## src/pmr_pkg.sv

```systemverilog
// Constants, field positions and address maps for the port management register bank.
// Assumes one core clock; the serial management pins are synchronised inside the top module.
package pmr_pkg;

  // ----------------------------------------------------------------
  // Management register numbers and port addresses
  // ----------------------------------------------------------------
  localparam logic [4:0] MII_BASIC_CONTROL = 5'h00;
  localparam logic [4:0] MII_BASIC_STATUS = 5'h01;
  localparam logic [4:0] MII_ID_HIGH = 5'h02;
  localparam logic [4:0] MII_ID_LOW = 5'h03;
  localparam logic [4:0] MII_ADVERTISE = 5'h04;
  localparam logic [4:0] MII_PARTNER = 5'h05;
  localparam logic [4:0] PHYAD_PORT1 = 5'h01;
  localparam logic [4:0] PHYAD_PORT2 = 5'h02;

  // ----------------------------------------------------------------
  // Serial frame layout
  // ----------------------------------------------------------------
  localparam logic [1:0] OP_READ = 2'h2;
  localparam logic [1:0] OP_WRITE = 2'h1;
  localparam logic [5:0] PREAMBLE_LEN = 6'h20;
  localparam logic [5:0] HDR_LAST = 6'h0c;
  localparam logic [5:0] DATA_LAST = 6'h0f;

  // ----------------------------------------------------------------
  // Byte register map
  // ----------------------------------------------------------------
  localparam logic [6:0] SW_CHIP_ID0 = 7'h00;
  localparam logic [6:0] SW_CHIP_ID1 = 7'h01;
  localparam logic [6:0] SW_GLOBAL_LO = 7'h02;
  localparam logic [6:0] SW_RESERVED = 7'h0c;
  localparam logic [6:0] SW_USER_HI = 7'h0f;
  localparam logic [6:0] SW_P1_FAULT = 7'h1f;
  localparam logic [6:0] SW_CA_ADDR [2] = '{7'h1c, 7'h2c};
  localparam logic [6:0] SW_CB_ADDR [2] = '{7'h1d, 7'h2d};
  localparam logic [6:0] SW_ST_ADDR [2] = '{7'h1e, 7'h2e};
  localparam logic [7:0] CB_MASK [2] = '{8'hff, 8'hef};
  localparam logic [7:0] CA_RESET = 8'h9f;
  localparam logic [7:0] CB_RESET = 8'h00;

  // ----------------------------------------------------------------
  // Byte control fields (registers 28/44 as CA, 29/45 as CB, 30/46 as ST)
  // ----------------------------------------------------------------
  localparam int CA_ABIL_LO = 0;
  localparam int CA_PAUSE = 4;
  localparam int CA_FULL = 5;
  localparam int CA_FORCE100 = 6;
  localparam int CA_AN_CAP = 7;
  localparam int CB_LOOPBACK = 0;
  localparam int CB_FORCE_MDI = 1;
  localparam int CB_NO_MDIX = 2;
  localparam int CB_POWER_DOWN = 3;
  localparam int CB_NO_FEF = 4;
  localparam int CB_RESTART_AN = 5;
  localparam int CB_NO_TX = 6;
  localparam int CB_NO_LED = 7;
  localparam int ST_ABIL_LO = 0;
  localparam int ST_PAUSE = 4;
  localparam int ST_LINK = 5;
  localparam int ST_AN_DONE = 6;

  // ----------------------------------------------------------------
  // Management view fields
  // ----------------------------------------------------------------
  localparam int BC_LOOPBACK = 14;
  localparam int BC_FORCE100 = 13;
  localparam int BC_AN_EN = 12;
  localparam int BC_POWER_DOWN = 11;
  localparam int BC_RESTART_AN = 9;
  localparam int BC_FULL = 8;
  localparam int BC_FORCE_MDI = 4;
  localparam int BC_NO_MDIX = 3;
  localparam int BC_NO_FEF = 2;
  localparam int BC_NO_TX = 1;
  localparam int BC_NO_LED = 0;
  localparam logic [15:0] BS_CAP_BITS = 16'h7800;
  localparam int BS_AN_DONE = 5;
  localparam int BS_FEF = 4;
  localparam int BS_AN_CAP = 3;
  localparam int BS_LINK = 2;
  localparam int AD_PAUSE = 10;
  localparam int AD_RSVD9 = 9;
  localparam int AD_ABIL_LO = 5;
  localparam logic [4:0] AD_SELECTOR = 5'h01;

  // Serial engine states, Gray along preamble, header, turnaround, data
  typedef enum logic [1:0] {
    PMR_PRE = 2'b00,
    PMR_HDR = 2'b01,
    PMR_TA = 2'b11,
    PMR_DATA = 2'b10
  } pmr_state_t;

endpackage

```

## src/pmr_store_if.sv

```systemverilog
// Interface between the bank top and its byte store.
// Assumes both ends sit on the core clock.
`timescale 1ns/1ps
interface pmr_store_if;
  logic wr;          // Write strobe, one cycle
  logic [3:0] addr;  // Byte index in the global region
  logic [7:0] wdata; // Write data
  logic [7:0] rdata; // Registered read data
  modport owner (output wr, output addr, output wdata, input rdata);
  modport mem (input wr, input addr, input wdata, output rdata);
endinterface

```

## src/pmr_store.sv

```systemverilog
// Byte store for global control and user registers of the byte view.
// Assumes the owner blocks writes to read-only and reserved bytes.
`timescale 1ns/1ps
module pmr_store #(
  parameter int DEPTH = 16
) (
  input wire logic clk,
  input wire logic rst_n,
  pmr_store_if.mem bus
);
  // ----------------------------------------------------------------
  // Storage
  // ----------------------------------------------------------------
  logic [7:0] mem_q [DEPTH]; // Byte cells, cleared by reset
  logic [7:0] rdata_q;       // Read data register

  if (DEPTH < 16 || DEPTH > 16) begin : g_chk
    $error("pmr_store depth must match the 4-bit index");
  end

  // Write port and registered read
  always_ff @(posedge clk or negedge rst_n) begin
    if (!rst_n) begin
      for (int i = 0; i < DEPTH; i++) begin
        mem_q[i] <= 8'h00;
      end
      rdata_q <= 8'h00;
    end else begin
      if (bus.wr) begin
        mem_q[bus.addr] <= bus.wdata;
      end
      rdata_q <= mem_q[bus.addr];
    end
  end

  assign bus.rdata = rdata_q;
endmodule

```

## src/pmr_top.sv

```systemverilog
// Port management register bank: serial management slave plus byte register view.
// Assumes MDC/MDIO come from a slow external controller; byte port and status are on CLK_SYS.
`timescale 1ns/1ps
module pmr_top
  import pmr_pkg::*;
#(
  parameter logic [15:0] ID_HIGH = 16'h5a01, // Arbitrary identifier value
  parameter logic [15:0] ID_LOW = 16'h0c3e,  // Arbitrary identifier value
  parameter logic [7:0] CHIP_ID0 = 8'h5c,    // Arbitrary family code
  parameter logic [6:0] CHIP_ID1 = 7'h02     // Arbitrary chip and revision code
) (
  input wire logic CLK_SYS,
  input wire logic RSTN,
  input wire logic MDC,
  input wire logic MDIO_I,
  output logic MDIO_O,
  output logic MDIO_OE,
  input wire logic [6:0] SW_ADDR,
  input wire logic SW_WE,
  input wire logic SW_RE,
  input wire logic [7:0] SW_WDATA,
  output logic [7:0] SW_RDATA,
  output logic SW_RVALID,
  input wire logic [6:0] PHY_STATUS_P1,
  input wire logic [6:0] PHY_STATUS_P2,
  input wire logic FAR_END_FAULT,
  output logic [7:0] CTRL_A_P1,
  output logic [7:0] CTRL_B_P1,
  output logic [7:0] CTRL_A_P2,
  output logic [7:0] CTRL_B_P2,
  output logic [1:0] AN_ENABLE,
  output logic START_SWITCH
);

  // ----------------------------------------------------------------
  // Shared storage (one copy per bit; ca, cb, st and fef seen by both views, the rest by one view only)
  // ----------------------------------------------------------------
  logic [7:0] ca_q [2];  // Advertise, force and capability bits
  logic [7:0] ca_d [2];
  logic [7:0] cb_q [2];  // Loopback, crossover, power, disables
  logic [7:0] cb_d [2];
  logic [6:0] st_q [2];  // Negotiation and link status snapshot
  logic [1:0] an_en_q;   // Negotiation enable, no byte mirror
  logic [1:0] an_en_d;
  logic [1:0] rsv9_q;    // Writable reserved advertise bit
  logic [1:0] rsv9_d;
  logic fef_q;           // Far-end fault, port 1 only
  logic start_q;         // Start bit, set once

  // Selects the management view of one register of one port
  function automatic logic [15:0] mii_view(input logic [4:0] regad, input logic [7:0] ca,
                                           input logic [7:0] cb, input logic [6:0] st,
                                           input logic fef, input logic an_en, input logic rsv9);
    logic [15:0] v;
    v = 16'h0000;
    case (regad)
      MII_BASIC_CONTROL: begin
        v[BC_LOOPBACK] = cb[CB_LOOPBACK];
        v[BC_FORCE100] = ca[CA_FORCE100];
        v[BC_AN_EN] = an_en;
        v[BC_POWER_DOWN] = cb[CB_POWER_DOWN];
        v[BC_RESTART_AN] = cb[CB_RESTART_AN];
        v[BC_FULL] = ca[CA_FULL];
        v[BC_FORCE_MDI] = cb[CB_FORCE_MDI];
        v[BC_NO_MDIX] = cb[CB_NO_MDIX];
        v[BC_NO_FEF] = cb[CB_NO_FEF];
        v[BC_NO_TX] = cb[CB_NO_TX];
        v[BC_NO_LED] = cb[CB_NO_LED];
      end
      MII_BASIC_STATUS: begin
        v = BS_CAP_BITS;
        // Capability bits fixed high, all other constant bits left zero
        v[BS_AN_DONE] = st[ST_AN_DONE];
        v[BS_LINK] = st[ST_LINK];
        v[BS_FEF] = fef;
        v[BS_AN_CAP] = ca[CA_AN_CAP];
      end
      MII_ID_HIGH: v = ID_HIGH;
      MII_ID_LOW: v = ID_LOW;
      MII_ADVERTISE: begin
        v[AD_PAUSE] = ca[CA_PAUSE];
        v[AD_RSVD9] = rsv9;
        v[AD_ABIL_LO +: 4] = ca[CA_ABIL_LO +: 4];
        v[4:0] = AD_SELECTOR;
      end
      MII_PARTNER: begin
        v[AD_PAUSE] = st[ST_PAUSE];
        v[AD_ABIL_LO +: 4] = st[ST_ABIL_LO +: 4];
      end
      // Unsupported register numbers read as zero
      default: v = 16'h0000;
    endcase
    return v;
  endfunction

  // ----------------------------------------------------------------
  // Pin synchronisers: three stages, change accepted when 2 and 3 agree
  // ----------------------------------------------------------------
  logic [2:0] mdc_s_q;   // MDC sync chain
  logic [2:0] mdio_s_q;  // MDIO sync chain
  logic mdc_q;           // Accepted MDC level
  logic mdio_q;          // Accepted MDIO level
  wire mdc_agree = (mdc_s_q[1] == mdc_s_q[2]);
  wire mdio_agree = (mdio_s_q[1] == mdio_s_q[2]);
  wire mdc_rise = mdc_agree && mdc_s_q[2] && !mdc_q;
  // Data level taken at the same moment the clock edge is accepted
  wire mdio_bit = mdio_agree ? mdio_s_q[2] : mdio_q;

  always_ff @(posedge CLK_SYS or negedge RSTN) begin
    if (!RSTN) begin
      mdc_s_q <= 3'h0;
      mdio_s_q <= 3'h7;
      mdc_q <= 1'b0;
      mdio_q <= 1'b1;
    end else begin
      mdc_s_q <= {mdc_s_q[1:0], MDC};
      mdio_s_q <= {mdio_s_q[1:0], MDIO_I};
      mdc_q <= mdc_agree ? mdc_s_q[2] : mdc_q;
      mdio_q <= mdio_bit;
    end
  end

  // ----------------------------------------------------------------
  // Serial frame engine
  // ----------------------------------------------------------------
  pmr_state_t state_q;   // Frame phase
  logic [5:0] cnt_q;     // Bit counter within a phase
  logic [12:0] hdr_q;    // Start, opcode, port and register bits
  logic [15:0] shf_q;    // Read or write data shifter
  logic rd_q;            // Current frame is a read
  logic hit_q;           // Frame addresses one of our ports
  logic port_q;          // Addressed port, 0 for port 1
  logic [4:0] reg_q;     // Addressed register number
  logic mii_wr_q;        // One-cycle write commit pulse
  logic mdio_o_q;        // Driven data bit
  logic mdio_oe_q;       // Pin drive enable

  wire [12:0] hdr_next = {hdr_q[11:0], mdio_bit};
  wire [1:0] hdr_op = hdr_next[11:10];
  wire [4:0] hdr_phy = hdr_next[9:5];
  wire [4:0] hdr_reg = hdr_next[4:0];
  wire hdr_ok = hdr_next[12] && (hdr_op == OP_READ || hdr_op == OP_WRITE);
  wire hdr_hit = (hdr_phy == PHYAD_PORT1) || (hdr_phy == PHYAD_PORT2);
  wire hdr_port = (hdr_phy == PHYAD_PORT2);
  wire [15:0] rd_word = mii_view(hdr_reg, ca_q[hdr_port], cb_q[hdr_port], st_q[hdr_port],
                                 hdr_port ? 1'b0 : fef_q, an_en_q[hdr_port], rsv9_q[hdr_port]);

  // Engine advances only on accepted MDC rising edges; a bad start or opcode drops the frame
  always_ff @(posedge CLK_SYS or negedge RSTN) begin
    if (!RSTN) begin
      state_q <= PMR_PRE;
      cnt_q <= 6'h00;
      hdr_q <= 13'h0000;
      shf_q <= 16'h0000;
      rd_q <= 1'b0;
      hit_q <= 1'b0;
      port_q <= 1'b0;
      reg_q <= 5'h00;
      mii_wr_q <= 1'b0;
      mdio_o_q <= 1'b0;
      mdio_oe_q <= 1'b0;
    end else begin
      mii_wr_q <= 1'b0;
      if (mdc_rise) begin
        case (state_q)
          PMR_PRE: begin
            // Count ones; a zero after a full preamble is the first start bit
            if (mdio_bit) begin
              cnt_q <= (cnt_q == PREAMBLE_LEN) ? cnt_q : cnt_q + 6'h01;
            end else if (cnt_q == PREAMBLE_LEN) begin
              state_q <= PMR_HDR;
              cnt_q <= 6'h00;
            end else begin
              cnt_q <= 6'h00;
            end
          end
          PMR_HDR: begin
            hdr_q <= hdr_next;
            cnt_q <= cnt_q + 6'h01;
            if (cnt_q == HDR_LAST) begin
              cnt_q <= 6'h00;
              state_q <= hdr_ok ? PMR_TA : PMR_PRE;
              rd_q <= (hdr_op == OP_READ);
              hit_q <= hdr_hit;
              port_q <= hdr_port;
              reg_q <= hdr_reg;
              shf_q <= rd_word;
            end
          end
          PMR_TA: begin
            cnt_q <= cnt_q + 6'h01;
            if (cnt_q != 6'h00) begin
              state_q <= PMR_DATA;
              cnt_q <= 6'h00;
            end
            // Second turnaround bit is driven low, then data follows MSB first
            if (rd_q && hit_q) begin
              mdio_oe_q <= 1'b1;
              mdio_o_q <= (cnt_q == 6'h00) ? 1'b0 : shf_q[15];
              if (cnt_q != 6'h00) begin
                shf_q <= {shf_q[14:0], 1'b0};
              end
            end
          end
          PMR_DATA: begin
            cnt_q <= cnt_q + 6'h01;
            if (rd_q) begin
              mdio_o_q <= shf_q[15];
              shf_q <= {shf_q[14:0], 1'b0};
            end else begin
              shf_q <= {shf_q[14:0], mdio_bit};
            end
            if (cnt_q == DATA_LAST) begin
              state_q <= PMR_PRE;
              cnt_q <= 6'h00;
              mdio_oe_q <= 1'b0;
              mdio_o_q <= 1'b0;
              mii_wr_q <= !rd_q && hit_q;
            end
          end
          default: begin
            state_q <= PMR_PRE;
            cnt_q <= 6'h00;
            mdio_oe_q <= 1'b0;
          end
        endcase
      end
    end
  end

  // ----------------------------------------------------------------
  // Byte view decode
  // ----------------------------------------------------------------
  wire sw_store_rng = (SW_ADDR >= SW_GLOBAL_LO) && (SW_ADDR <= SW_USER_HI) && (SW_ADDR != SW_RESERVED);
  wire sw_start_set = SW_WE && (SW_ADDR == SW_CHIP_ID1) && SW_WDATA[0];
  wire [1:0] sw_ca_hit = {SW_ADDR == SW_CA_ADDR[1], SW_ADDR == SW_CA_ADDR[0]};
  wire [1:0] sw_cb_hit = {SW_ADDR == SW_CB_ADDR[1], SW_ADDR == SW_CB_ADDR[0]};

  pmr_store_if st_bus();

  assign st_bus.wr = SW_WE && sw_store_rng;
  assign st_bus.addr = SW_ADDR[3:0];
  assign st_bus.wdata = SW_WDATA;

  pmr_store #(.DEPTH(16)) u_store (
    .clk(CLK_SYS),
    .rst_n(RSTN),
    .bus(st_bus)
  );

  // Next values: byte view first, management write applied on top in the same cycle
  always_comb begin
    for (int p = 0; p < 2; p++) begin
      ca_d[p] = ca_q[p];
      cb_d[p] = cb_q[p];
      an_en_d[p] = an_en_q[p];
      rsv9_d[p] = rsv9_q[p];
      if (SW_WE && sw_ca_hit[p]) begin
        ca_d[p] = SW_WDATA;
      end
      if (SW_WE && sw_cb_hit[p]) begin
        cb_d[p] = SW_WDATA & CB_MASK[p];
      end
      if (mii_wr_q && (port_q == p[0]) && (reg_q == MII_BASIC_CONTROL)) begin
        cb_d[p][CB_LOOPBACK] = shf_q[BC_LOOPBACK];
        ca_d[p][CA_FORCE100] = shf_q[BC_FORCE100];
        an_en_d[p] = shf_q[BC_AN_EN];
        cb_d[p][CB_POWER_DOWN] = shf_q[BC_POWER_DOWN];
        cb_d[p][CB_RESTART_AN] = shf_q[BC_RESTART_AN];
        ca_d[p][CA_FULL] = shf_q[BC_FULL];
        cb_d[p][CB_FORCE_MDI] = shf_q[BC_FORCE_MDI];
        cb_d[p][CB_NO_MDIX] = shf_q[BC_NO_MDIX];
        cb_d[p][CB_NO_FEF] = shf_q[BC_NO_FEF] & CB_MASK[p][CB_NO_FEF];
        cb_d[p][CB_NO_TX] = shf_q[BC_NO_TX];
        cb_d[p][CB_NO_LED] = shf_q[BC_NO_LED];
      end
      if (mii_wr_q && (port_q == p[0]) && (reg_q == MII_ADVERTISE)) begin
        // Read-only selector and top bits simply have no storage to hit
        ca_d[p][CA_PAUSE] = shf_q[AD_PAUSE];
        rsv9_d[p] = shf_q[AD_RSVD9];
        ca_d[p][CA_ABIL_LO +: 4] = shf_q[AD_ABIL_LO +: 4];
      end
    end
  end

  // Storage registers of both views, plus the flops seen by one view only
  always_ff @(posedge CLK_SYS or negedge RSTN) begin
    if (!RSTN) begin
      ca_q <= '{CA_RESET, CA_RESET};
      cb_q <= '{CB_RESET, CB_RESET};
      st_q <= '{7'h00, 7'h00};
      an_en_q <= 2'h3;
      rsv9_q <= 2'h0;
      fef_q <= 1'b0;
      start_q <= 1'b0;
    end else begin
      ca_q <= ca_d;
      cb_q <= cb_d;
      an_en_q <= an_en_d;
      rsv9_q <= rsv9_d;
      st_q <= '{PHY_STATUS_P1, PHY_STATUS_P2};
      fef_q <= FAR_END_FAULT;
      // Start bit cannot be cleared once set
      start_q <= start_q | sw_start_set;
    end
  end

  // ----------------------------------------------------------------
  // Byte view read path: two cycles, the store answer is already registered
  // ----------------------------------------------------------------
  logic [7:0] loc_q;     // Locally held byte for the read
  logic sel_store_q;     // Read targets the byte store
  logic re_q;            // Read accepted last cycle
  logic [7:0] rdata_q;   // Read data output
  logic rvalid_q;        // Read data valid

  wire [7:0] loc_rd =
      (SW_ADDR == SW_CHIP_ID0) ? CHIP_ID0 :
      (SW_ADDR == SW_CHIP_ID1) ? {CHIP_ID1, start_q} :
      sw_ca_hit[0] ? ca_q[0] :
      sw_ca_hit[1] ? ca_q[1] :
      sw_cb_hit[0] ? cb_q[0] :
      sw_cb_hit[1] ? cb_q[1] :
      (SW_ADDR == SW_ST_ADDR[0]) ? {1'b0, st_q[0]} :
      (SW_ADDR == SW_ST_ADDR[1]) ? {1'b0, st_q[1]} :
      (SW_ADDR == SW_P1_FAULT) ? {7'h00, fef_q} : 8'h00;

  // Read pipeline for the configuration port
  always_ff @(posedge CLK_SYS or negedge RSTN) begin
    if (!RSTN) begin
      loc_q <= 8'h00;
      sel_store_q <= 1'b0;
      re_q <= 1'b0;
      rdata_q <= 8'h00;
      rvalid_q <= 1'b0;
    end else begin
      loc_q <= loc_rd;
      sel_store_q <= sw_store_rng;
      re_q <= SW_RE;
      rdata_q <= re_q ? (sel_store_q ? st_bus.rdata : loc_q) : rdata_q;
      rvalid_q <= re_q;
    end
  end

  // ----------------------------------------------------------------
  // Outputs, all straight from flip-flops
  // ----------------------------------------------------------------
  assign MDIO_O = mdio_o_q;
  assign MDIO_OE = mdio_oe_q;
  assign SW_RDATA = rdata_q;
  assign SW_RVALID = rvalid_q;
  assign CTRL_A_P1 = ca_q[0];
  assign CTRL_B_P1 = cb_q[0];
  assign CTRL_A_P2 = ca_q[1];
  assign CTRL_B_P2 = cb_q[1];
  assign AN_ENABLE = an_en_q;
  assign START_SWITCH = start_q;

endmodule

```

## config.mk

```make
export PLATFORM = sky130hd
export DESIGN_NAME = pmr_top
export DESIGN_NICKNAME = d
export VERILOG_FILES = /design/src/pmr_pkg.sv /design/src/pmr_store_if.sv /design/src/pmr_store.sv /design/src/pmr_top.sv
export SDC_FILE = /design/constraint.sdc
export NUM_CORES = 1
export LEC_CHECK = 0
export ABC_AREA = 0
export BUFFER_PORTS_ARGS = -buffer_cell sky130_fd_sc_hd__buf_2
export CAP_MARGIN = 15
export CORE_MARGIN = 10
export CORE_UTILIZATION = 60
export CTS_BUF_LIST = sky130_fd_sc_hd__clkbuf_4
export CTS_CLUSTER_DIAMETER = 30
export DETAILED_ROUTE_END_ITERATION = 8
export PLACE_DENSITY = 0.79
export REMOVE_ABC_BUFFERS = 1
export SLEW_MARGIN = 30
export SYNTH_ARGS = -nofsm -noshare
export SYNTH_HDL_FRONTEND = slang
export SYNTH_SLANG_ARGS = --single-unit
```

## constraint.sdc

```tcl
create_clock -name CLK_SYS -period 3.5 [get_ports CLK_SYS]
set_input_delay 0.7 -clock CLK_SYS [delete_from_list [all_inputs] [get_ports CLK_SYS]]
set_output_delay 0.7 -clock CLK_SYS [all_outputs]
set_load 0.02 [all_outputs]
```

# Yosys cells after proc, flatten, opt, wreduce, memory -nomap -nowiden
# Index checks and enable logic that the tools add are counted.
# totals
reg_bits	262
inputBits	36
output_inout_bits	46
wordCells	222
# op_classes
n_addsub	1
order_cmp	6
n_eq_ne	35
n_mux	76
n_bitwise	4
reduce_logical	47
# op_table
operator	n
$mux W8	20
$bwmux W128	1
$mux W7	7
$mux W16	3
$pmux W16 S3	1
$bmux W8 S4	1
$demux W8 S4	1
$mux W6	5
$eq A7 B5 Y1 const B	4
$pmux W6 S4	1
$eq A7 B6 Y1 const B	3
$logic_and A1 B1 Y1	21
$pmux W5 S4	1
$mux W1	17
$mux W2	8
$pmux W4 S4	1
$eq A5 B2 Y1 const B	3
$eq A5 B3 Y1 const B	3
$reduce_bool A2 Y1	7
$eq A6 B4 Y1 const B	2
$ne A2 B2 Y1 const B	6
$pmux W3 S4	1
$eq A5 B1 Y1 const B	2
$logic_not A5 Y1	2
35 further kinds	48

# Longest topological paths before layout
# depth
ltp_word	10
ltp_mapped	9
mapped_depth_nobuf	7

# Modules after synthesis
# A second synthesis with hierarchy kept.
# unflattened
hier_cells	983
hier_area_um2	12369.4
# modules_own_cells
module	n_inst	cells_each	area_per_inst_um2	seq_area_each_um2
pmr_top	1	610	6327.3	3150.5
pmr_store	1	373	6042.0	3403.3

# Worst setup path after synthesis
# No wires, ideal clock.
# synth_path
kind	input to register
start	input SW_ADDR[0]
end	register u_store.rdata_q[0], in the netlist u_store.bus.rdata[0]
setup_time_ps	138
arrival_ps	2143
required_time_ps	3362
path_slack_ps	1219
cell_stages	4
n_path_buf	2
cell_sequence	buf_2 -> buf_2 -> mux4_2 -> mux4_2
# synth_between
elab_chain_cells	4
# synth_rtl
element	line	text
start, declared	pmr_top.sv:18	input wire logic [6:0] SW_ADDR,
$not A4 Y5 (not written as such)	pmr_store.sv:32	rdata_q <= mem_q[bus.addr];
$bmux W8 S4	pmr_store.sv:32	
$mux W8 (not written as such) (2 in series)	pmr_store.sv:32	
end signal, assigned	pmr_store.sv:32	
end, declared	pmr_store.sv:15	logic [7:0] rdata_q;
# No other way between the ends. The select of a mux whose other input is x is not followed.
# A chain may end at the register's enable or synchronous reset.

# Final worst setup path
# layout_path
start	register state_q[0]
end	register shf_q[4]
# layout_between
elab_chain_cells	3
word_cells_on_any_way	9
cone_classes	eq/ne: 6; mux: 1; reduce/logical: 2
# layout_rtl
element	line	text
start, declared	pmr_top.sv:126	pmr_state_t state_q;
start signal, assigned	pmr_top.sv:182	state_q <= hdr_ok ? PMR_TA : PMR_PRE;
$eq A2 B2 Y1 or $eq A2 B1 Y1 (tied branches)	pmr_top.sv:165	case (state_q)
$ne A2 B2 Y1 (no source line) or $reduce_bool A3 Y1 (tied branches)	--	
$reduce_and A5 Y1 (no source line)	--	
end signal, assigned	pmr_top.sv:187	shf_q <= rd_word;
end signal, assigned	pmr_top.sv:201	shf_q <= {shf_q[14:0], 1'b0};
end signal, assigned	pmr_top.sv:209	shf_q <= {shf_q[14:0], 1'b0};
end, declared	pmr_top.sv:129	logic [15:0] shf_q;
# Several ways; a longest one is shown, not always the timed one.

==> Implementation_results.wiki <==
{| class="wikitable"
! Metric !! Value
|-
| Detailed-routed wire length on met3 || 3175 um
|-
| Global route total overflow || 0
|-
| Number of cells produced by synthesis || 967
|-
| Placement Rows || 52
|-
| Detail Route Antenna Nets || 0
|-
| Initial antenna violation count || 1
|-
| CTS tree || done
|-
| Overall global routing resource usage || 24.11%
|-
| Worst hold-check slack || -0.02183 ns
|-
| Reg-to-reg setup timing slack || 1.12 ns
|-
| Clock Sink Count || 261
|-
| Clock Tree Root || sky130_fd_sc_hd__clkbuf_4
|-
| Avg Inst Size Synth || 12.59 sq um
|-
| Clock H-tree levels || 3
|-
| Hold crit path type || in2async
|-
| Die height || 162.4 um
|-
| Fin util || just under 70%
|-
| Sw Share || 26.50%
|-
| Number of hold violations in the final report || 3
|-
| Routed wl met2 || 14220 um
|-
| DRT Wirelength || 31090 um
|-
| Internal power contribution || 4.978 mW
|-
| Tmin final || approximately 2.4 ns
|-
| Share of total power in combinational logic || 9.8%
|-
| Fraction of layout cells with a size suffix above 1 || 39.62%
|-
| Synthesis-to-finish area growth || 12.31%
|-
| Classification of the worst setup path || reg2reg
|-
| Violations in the final reports || negative hold slack
|-
| Pins over their slew limit || 0
|-
| Sw Pwr || 1.794 mW
|-
| Die Wd || 162.4 um
|-
| Final HPWL DP || 21070 um
|-
| Placer congestion estimate || slightly below 0.9
|-
| DRT met1 WL || roughly 13000 um
|-
| Via count of the first global-routing pass || 8776
|-
| Sequential share of the synthesized area || 53.84%
|-
| Arrival @ worst endpoint || 2.97 ns
|-
| Total CTS buffers || a little over 70
|-
| Worst-path cell chain || and4bb_2 -> nand3_1 -> a21bo_2 -> o21ai_0 -> o22a_1
|-
| Min setup slack post-route || 1.121 ns
|-
| Most frequently used flop master after synthesis || sky130_fd_sc_hd__dfrtp_1
|-
| Capturing element type of the critical path || flip-flop
|-
| Number of input and output port buffers inserted || 80
|-
| Leading cell type in the layout, fill and taps excluded || sky130_fd_sc_hd__dfrtp_1
|-
| Number of buffers added to fix hold violations after cts || 0
|-
| VDD IR-drop max || 0.0002369 V
|-
| Power per unit of standard cell area || 495.4 nW/um^2
|-
| Critical path data required time || just over 4 ns
|-
| Fraction of power consumed by the clock network || 40.7%
|-
| Clock input transition at the sequential cells of the worst setup and hold paths || about 0.070 ns
|-
| Final worst clock skew || 0.04691 ns
|-
| Endpoints failing setup || 0
|-
| Worst path slowest cell || sky130_fd_sc_hd__dfrtp_1
|-
| Routed vias/inst || 6.210
|-
| Total via count after detailed routing || ~8500
|-
| Largest stage delay, worst path || approximately 0.63 ns
|-
| Top-level port count || 82
|-
| Startpoint type of the worst setup path || flip-flop
|-
| Global-route wire length before repair || between 50000 and 60000 um
|-
| Clk_lat worst skew || between 0.7 and 0.8 ns
|-
| Worst reg2reg path endpoint || shf_q[4]
|-
| Launch instance of the worst register-to-register path || state_q[0]
|-
| Seq pwr share || 49.4%
|-
| Leak || 6.394 nW
|-
| Drt first-iter violations || 786
|-
| Seq cells post-synth || 261
|-
| Total negative slack || 0 ns
|-
| Worst-case setup slack after placement || 0.7847 ns
|-
| Final clock period utilization by the worst path || 67.98%
|-
| Final routed wire length divided by cell count || 22.61 um
|-
| Largest buffer count on any clock path || 3
|-
| Run status || complete, but fails checks
|-
| Number of nets at the end of the flow || 1095
|-
| Count of instances resized after the clock tree is built || 0
|-
| Max capacitance violation total || 0
|-
| Cell type group with the largest total delay on the critical path || compound AO/OA/AOI/OAI gates
|-
| Critical path buffers and inverters || 0
|-
| Length of the first detailed-routing pass in iterations || 7
|-
| Distinct cells, synth || 76
|-
| Die Footprint || between 20000 and 30000 sq um
|-
| Share of synthesized flip-flops with an asynchronous set or reset || between 90% and 100%
|-
| Highest achievable clock rate || around 420 MHz
|-
| Tightest slew margin relative to the limit || about 41%
|-
| Starting utilization of the core area || 60.54%
|-
| Area inside the core boundary || ~20000 sq um
|-
| Netlist Area Pre-Place || 12170 sq um
|-
| Layout Cell Area excl Fill || 13670 sq um
|-
| RSZ-0062 raised after global routing || false
|-
| Post-detailed-route DRC marker count || 0
|-
| Total setup buffers inserted after CTS || 0
|-
| Number of enable flip-flop cells after synthesis || 0
|-
| Critical Path Fanout Max || 17
|-
| Area of placed instances || 12760 sq um
|-
| Highest signal layer in the routed design || met4
|-
| Leading cell types in the layout, fill and taps excluded || sky130_fd_sc_hd__dfrtp_1 (243), sky130_fd_sc_hd__mux2_2 (133), sky130_fd_sc_hd__clkbuf_4 (102), sky130_fd_sc_hd__buf_2 (79), sky130_fd_sc_hd__nand2_1 (63)
|-
| Number of warnings printed during yosys synthesis || 0
|-
| Layout fillers || 1429
|-
| Worst Max-Slew Pin Slew || 0.8835 ns
|-
| Worst Reg2Reg Path Length in Cells || 5
|-
| Largest net degree at the start of global routing || 97
|}
## Yosys cell counts (4+ instances only)
| master | number | area [sq um] |
|---|---|---|
| sky130_fd_sc_hd__nand2_1 | 63 | 236.5 |
| sky130_fd_sc_hd__ha_1 | 4 | 50.05 |
| sky130_fd_sc_hd__nor3_1 | 14 | 70.07 |
| sky130_fd_sc_hd__buf_1 | 7 | 26.28 |
| sky130_fd_sc_hd__inv_1 | 10 | 37.54 |
| sky130_fd_sc_hd__mux4_2 | 42 | 945.9 |
| sky130_fd_sc_hd__o21a_1 | 5 | 37.54 |
| sky130_fd_sc_hd__nor2_2 | 9 | 56.30 |
| sky130_fd_sc_hd__a22o_1 | 4 | 35.03 |
| sky130_fd_sc_hd__mux2_2 | 133 | 1498 |
| sky130_fd_sc_hd__nand2b_1 | 7 | 43.79 |
| sky130_fd_sc_hd__mux2i_1 | 44 | 440.4 |
| sky130_fd_sc_hd__a31oi_1 | 9 | 56.30 |
| sky130_fd_sc_hd__a21oi_1 | 34 | 170.2 |
| sky130_fd_sc_hd__o31ai_1 | 4 | 30.03 |
| sky130_fd_sc_hd__o22a_1 | 5 | 43.79 |
| sky130_fd_sc_hd__o21ai_0 | 58 | 290.3 |
| sky130_fd_sc_hd__and2_1 | 4 | 25.02 |
| sky130_fd_sc_hd__a32oi_1 | 5 | 43.79 |
| sky130_fd_sc_hd__nor2b_1 | 11 | 68.82 |
| sky130_fd_sc_hd__o22ai_1 | 4 | 25.02 |
| sky130_fd_sc_hd__a22oi_1 | 10 | 75.07 |
| sky130_fd_sc_hd__clkbuf_1 | 56 | 210.2 |
| sky130_fd_sc_hd__a211oi_1 | 5 | 37.54 |
| sky130_fd_sc_hd__nand3_1 | 12 | 60.06 |
| sky130_fd_sc_hd__buf_2 | 20 | 100.1 |
| sky130_fd_sc_hd__nor2_1 | 42 | 157.7 |
| sky130_fd_sc_hd__dfstp_2 | 18 | 473.0 |
| sky130_fd_sc_hd__dfrtp_1 | 243 | 6081 |
| sky130_fd_sc_hd__nor4_1 | 5 | 31.28 |
| sky130_fd_sc_hd__a21o_1 | 5 | 37.54 |
## layer usage
metal  vias to the layer above  global-route usage [%]
met1                      4277                   33.12
met2                       455                   35.63
li1                       3742                       -
met3                        65                   7.558
met4                         0                   8.395
met5                         -                       0
## power groups by stage
stage	clock (mW)	sequential (mW)	combinational, mW
after floorplan	0	3.38	0.334
after global placement	0	3.39	0.650
after detailed placement	0	3.40	0.668
after CTS	2.81	3.34	0.671
after global routing	3.01	3.36	0.732
final	2.76	3.35	0.665
## through the flow
| stage | total power, mW | instances |
|---|---|---|
| 4_1_cts | 6.818 | 1373 |
| 3_5_place_dp | 4.063 | 1252 |
| 5_1_grt | 7.104 | 1375 |
| 2_1_floorplan | 3.719 | 881 |
| 3_3_place_gp | 4.035 | 1252 |
| 6_report | 6.772 | 1375 |
## worst register-to-register path, delay by kind of cell (launching register included)
kind            cells  cell delay, ns
flops               1            0.63
simple gates        2            0.78
compound gates      3            0.88
## state kept, by name, indices dropped and copies added (netlist names), 5 cells and up
signal / count
SW_RDATA: 8
shf_q: 16
CTRL_B_P2: 7
CTRL_A_P1: 8
st_q: 14
CTRL_A_P2: 8
CTRL_B_P1: 8
loc_q: 8
reg_q: 5
cnt_q: 6
u_store.bus.rdata: 8
hdr_q: 12
u_store.mem_q: 128
## cell type report
type                       count  area, sq um  area share [%]
timing repair buffer         101        605.6           4.430
clock buffer                 102        765.7           5.601
tap                          270        337.8           2.471
antenna                        2        5.005         0.03661
inverter                      11        41.29          0.3020
clock inverter                19        136.4          0.9976
multi-input combinational    609         5225           38.22
sequential                   261         6554           47.94
## kinds of logic after synthesis
group	Yosys count	synth area share (%)
other	1	0.03081
AND/OR/NAND/NOR	203	8.943
AO/OA/AOI/OAI	177	9.416
buffers and inverters	97	3.300
flip-flops	261	53.84
adder cells (fa/ha/maj)	4	0.4112
multiplexers	219	23.69
XOR/XNOR	5	0.3599
## worst max-delay path by stage
stage	startpoint	endpoint	slack [ns]	cells past startpoint
CTS	mdc_s_q[1]	shf_q[5]	0.87	6
detailed placement	SW_ADDR[0]	u_store.mem_q[12]	0.78	6
finish	state_q[0]	shf_q[4]	1.12	5
global route	cnt_q[0]	shf_q[4]	0.92	7
global placement	SW_ADDR[0]	u_store.mem_q[44]	0.81	6
floorplan	hdr_q[8]	shf_q[9]	1.02	5
Note: power is estimated with default switching activity, not from simulation.
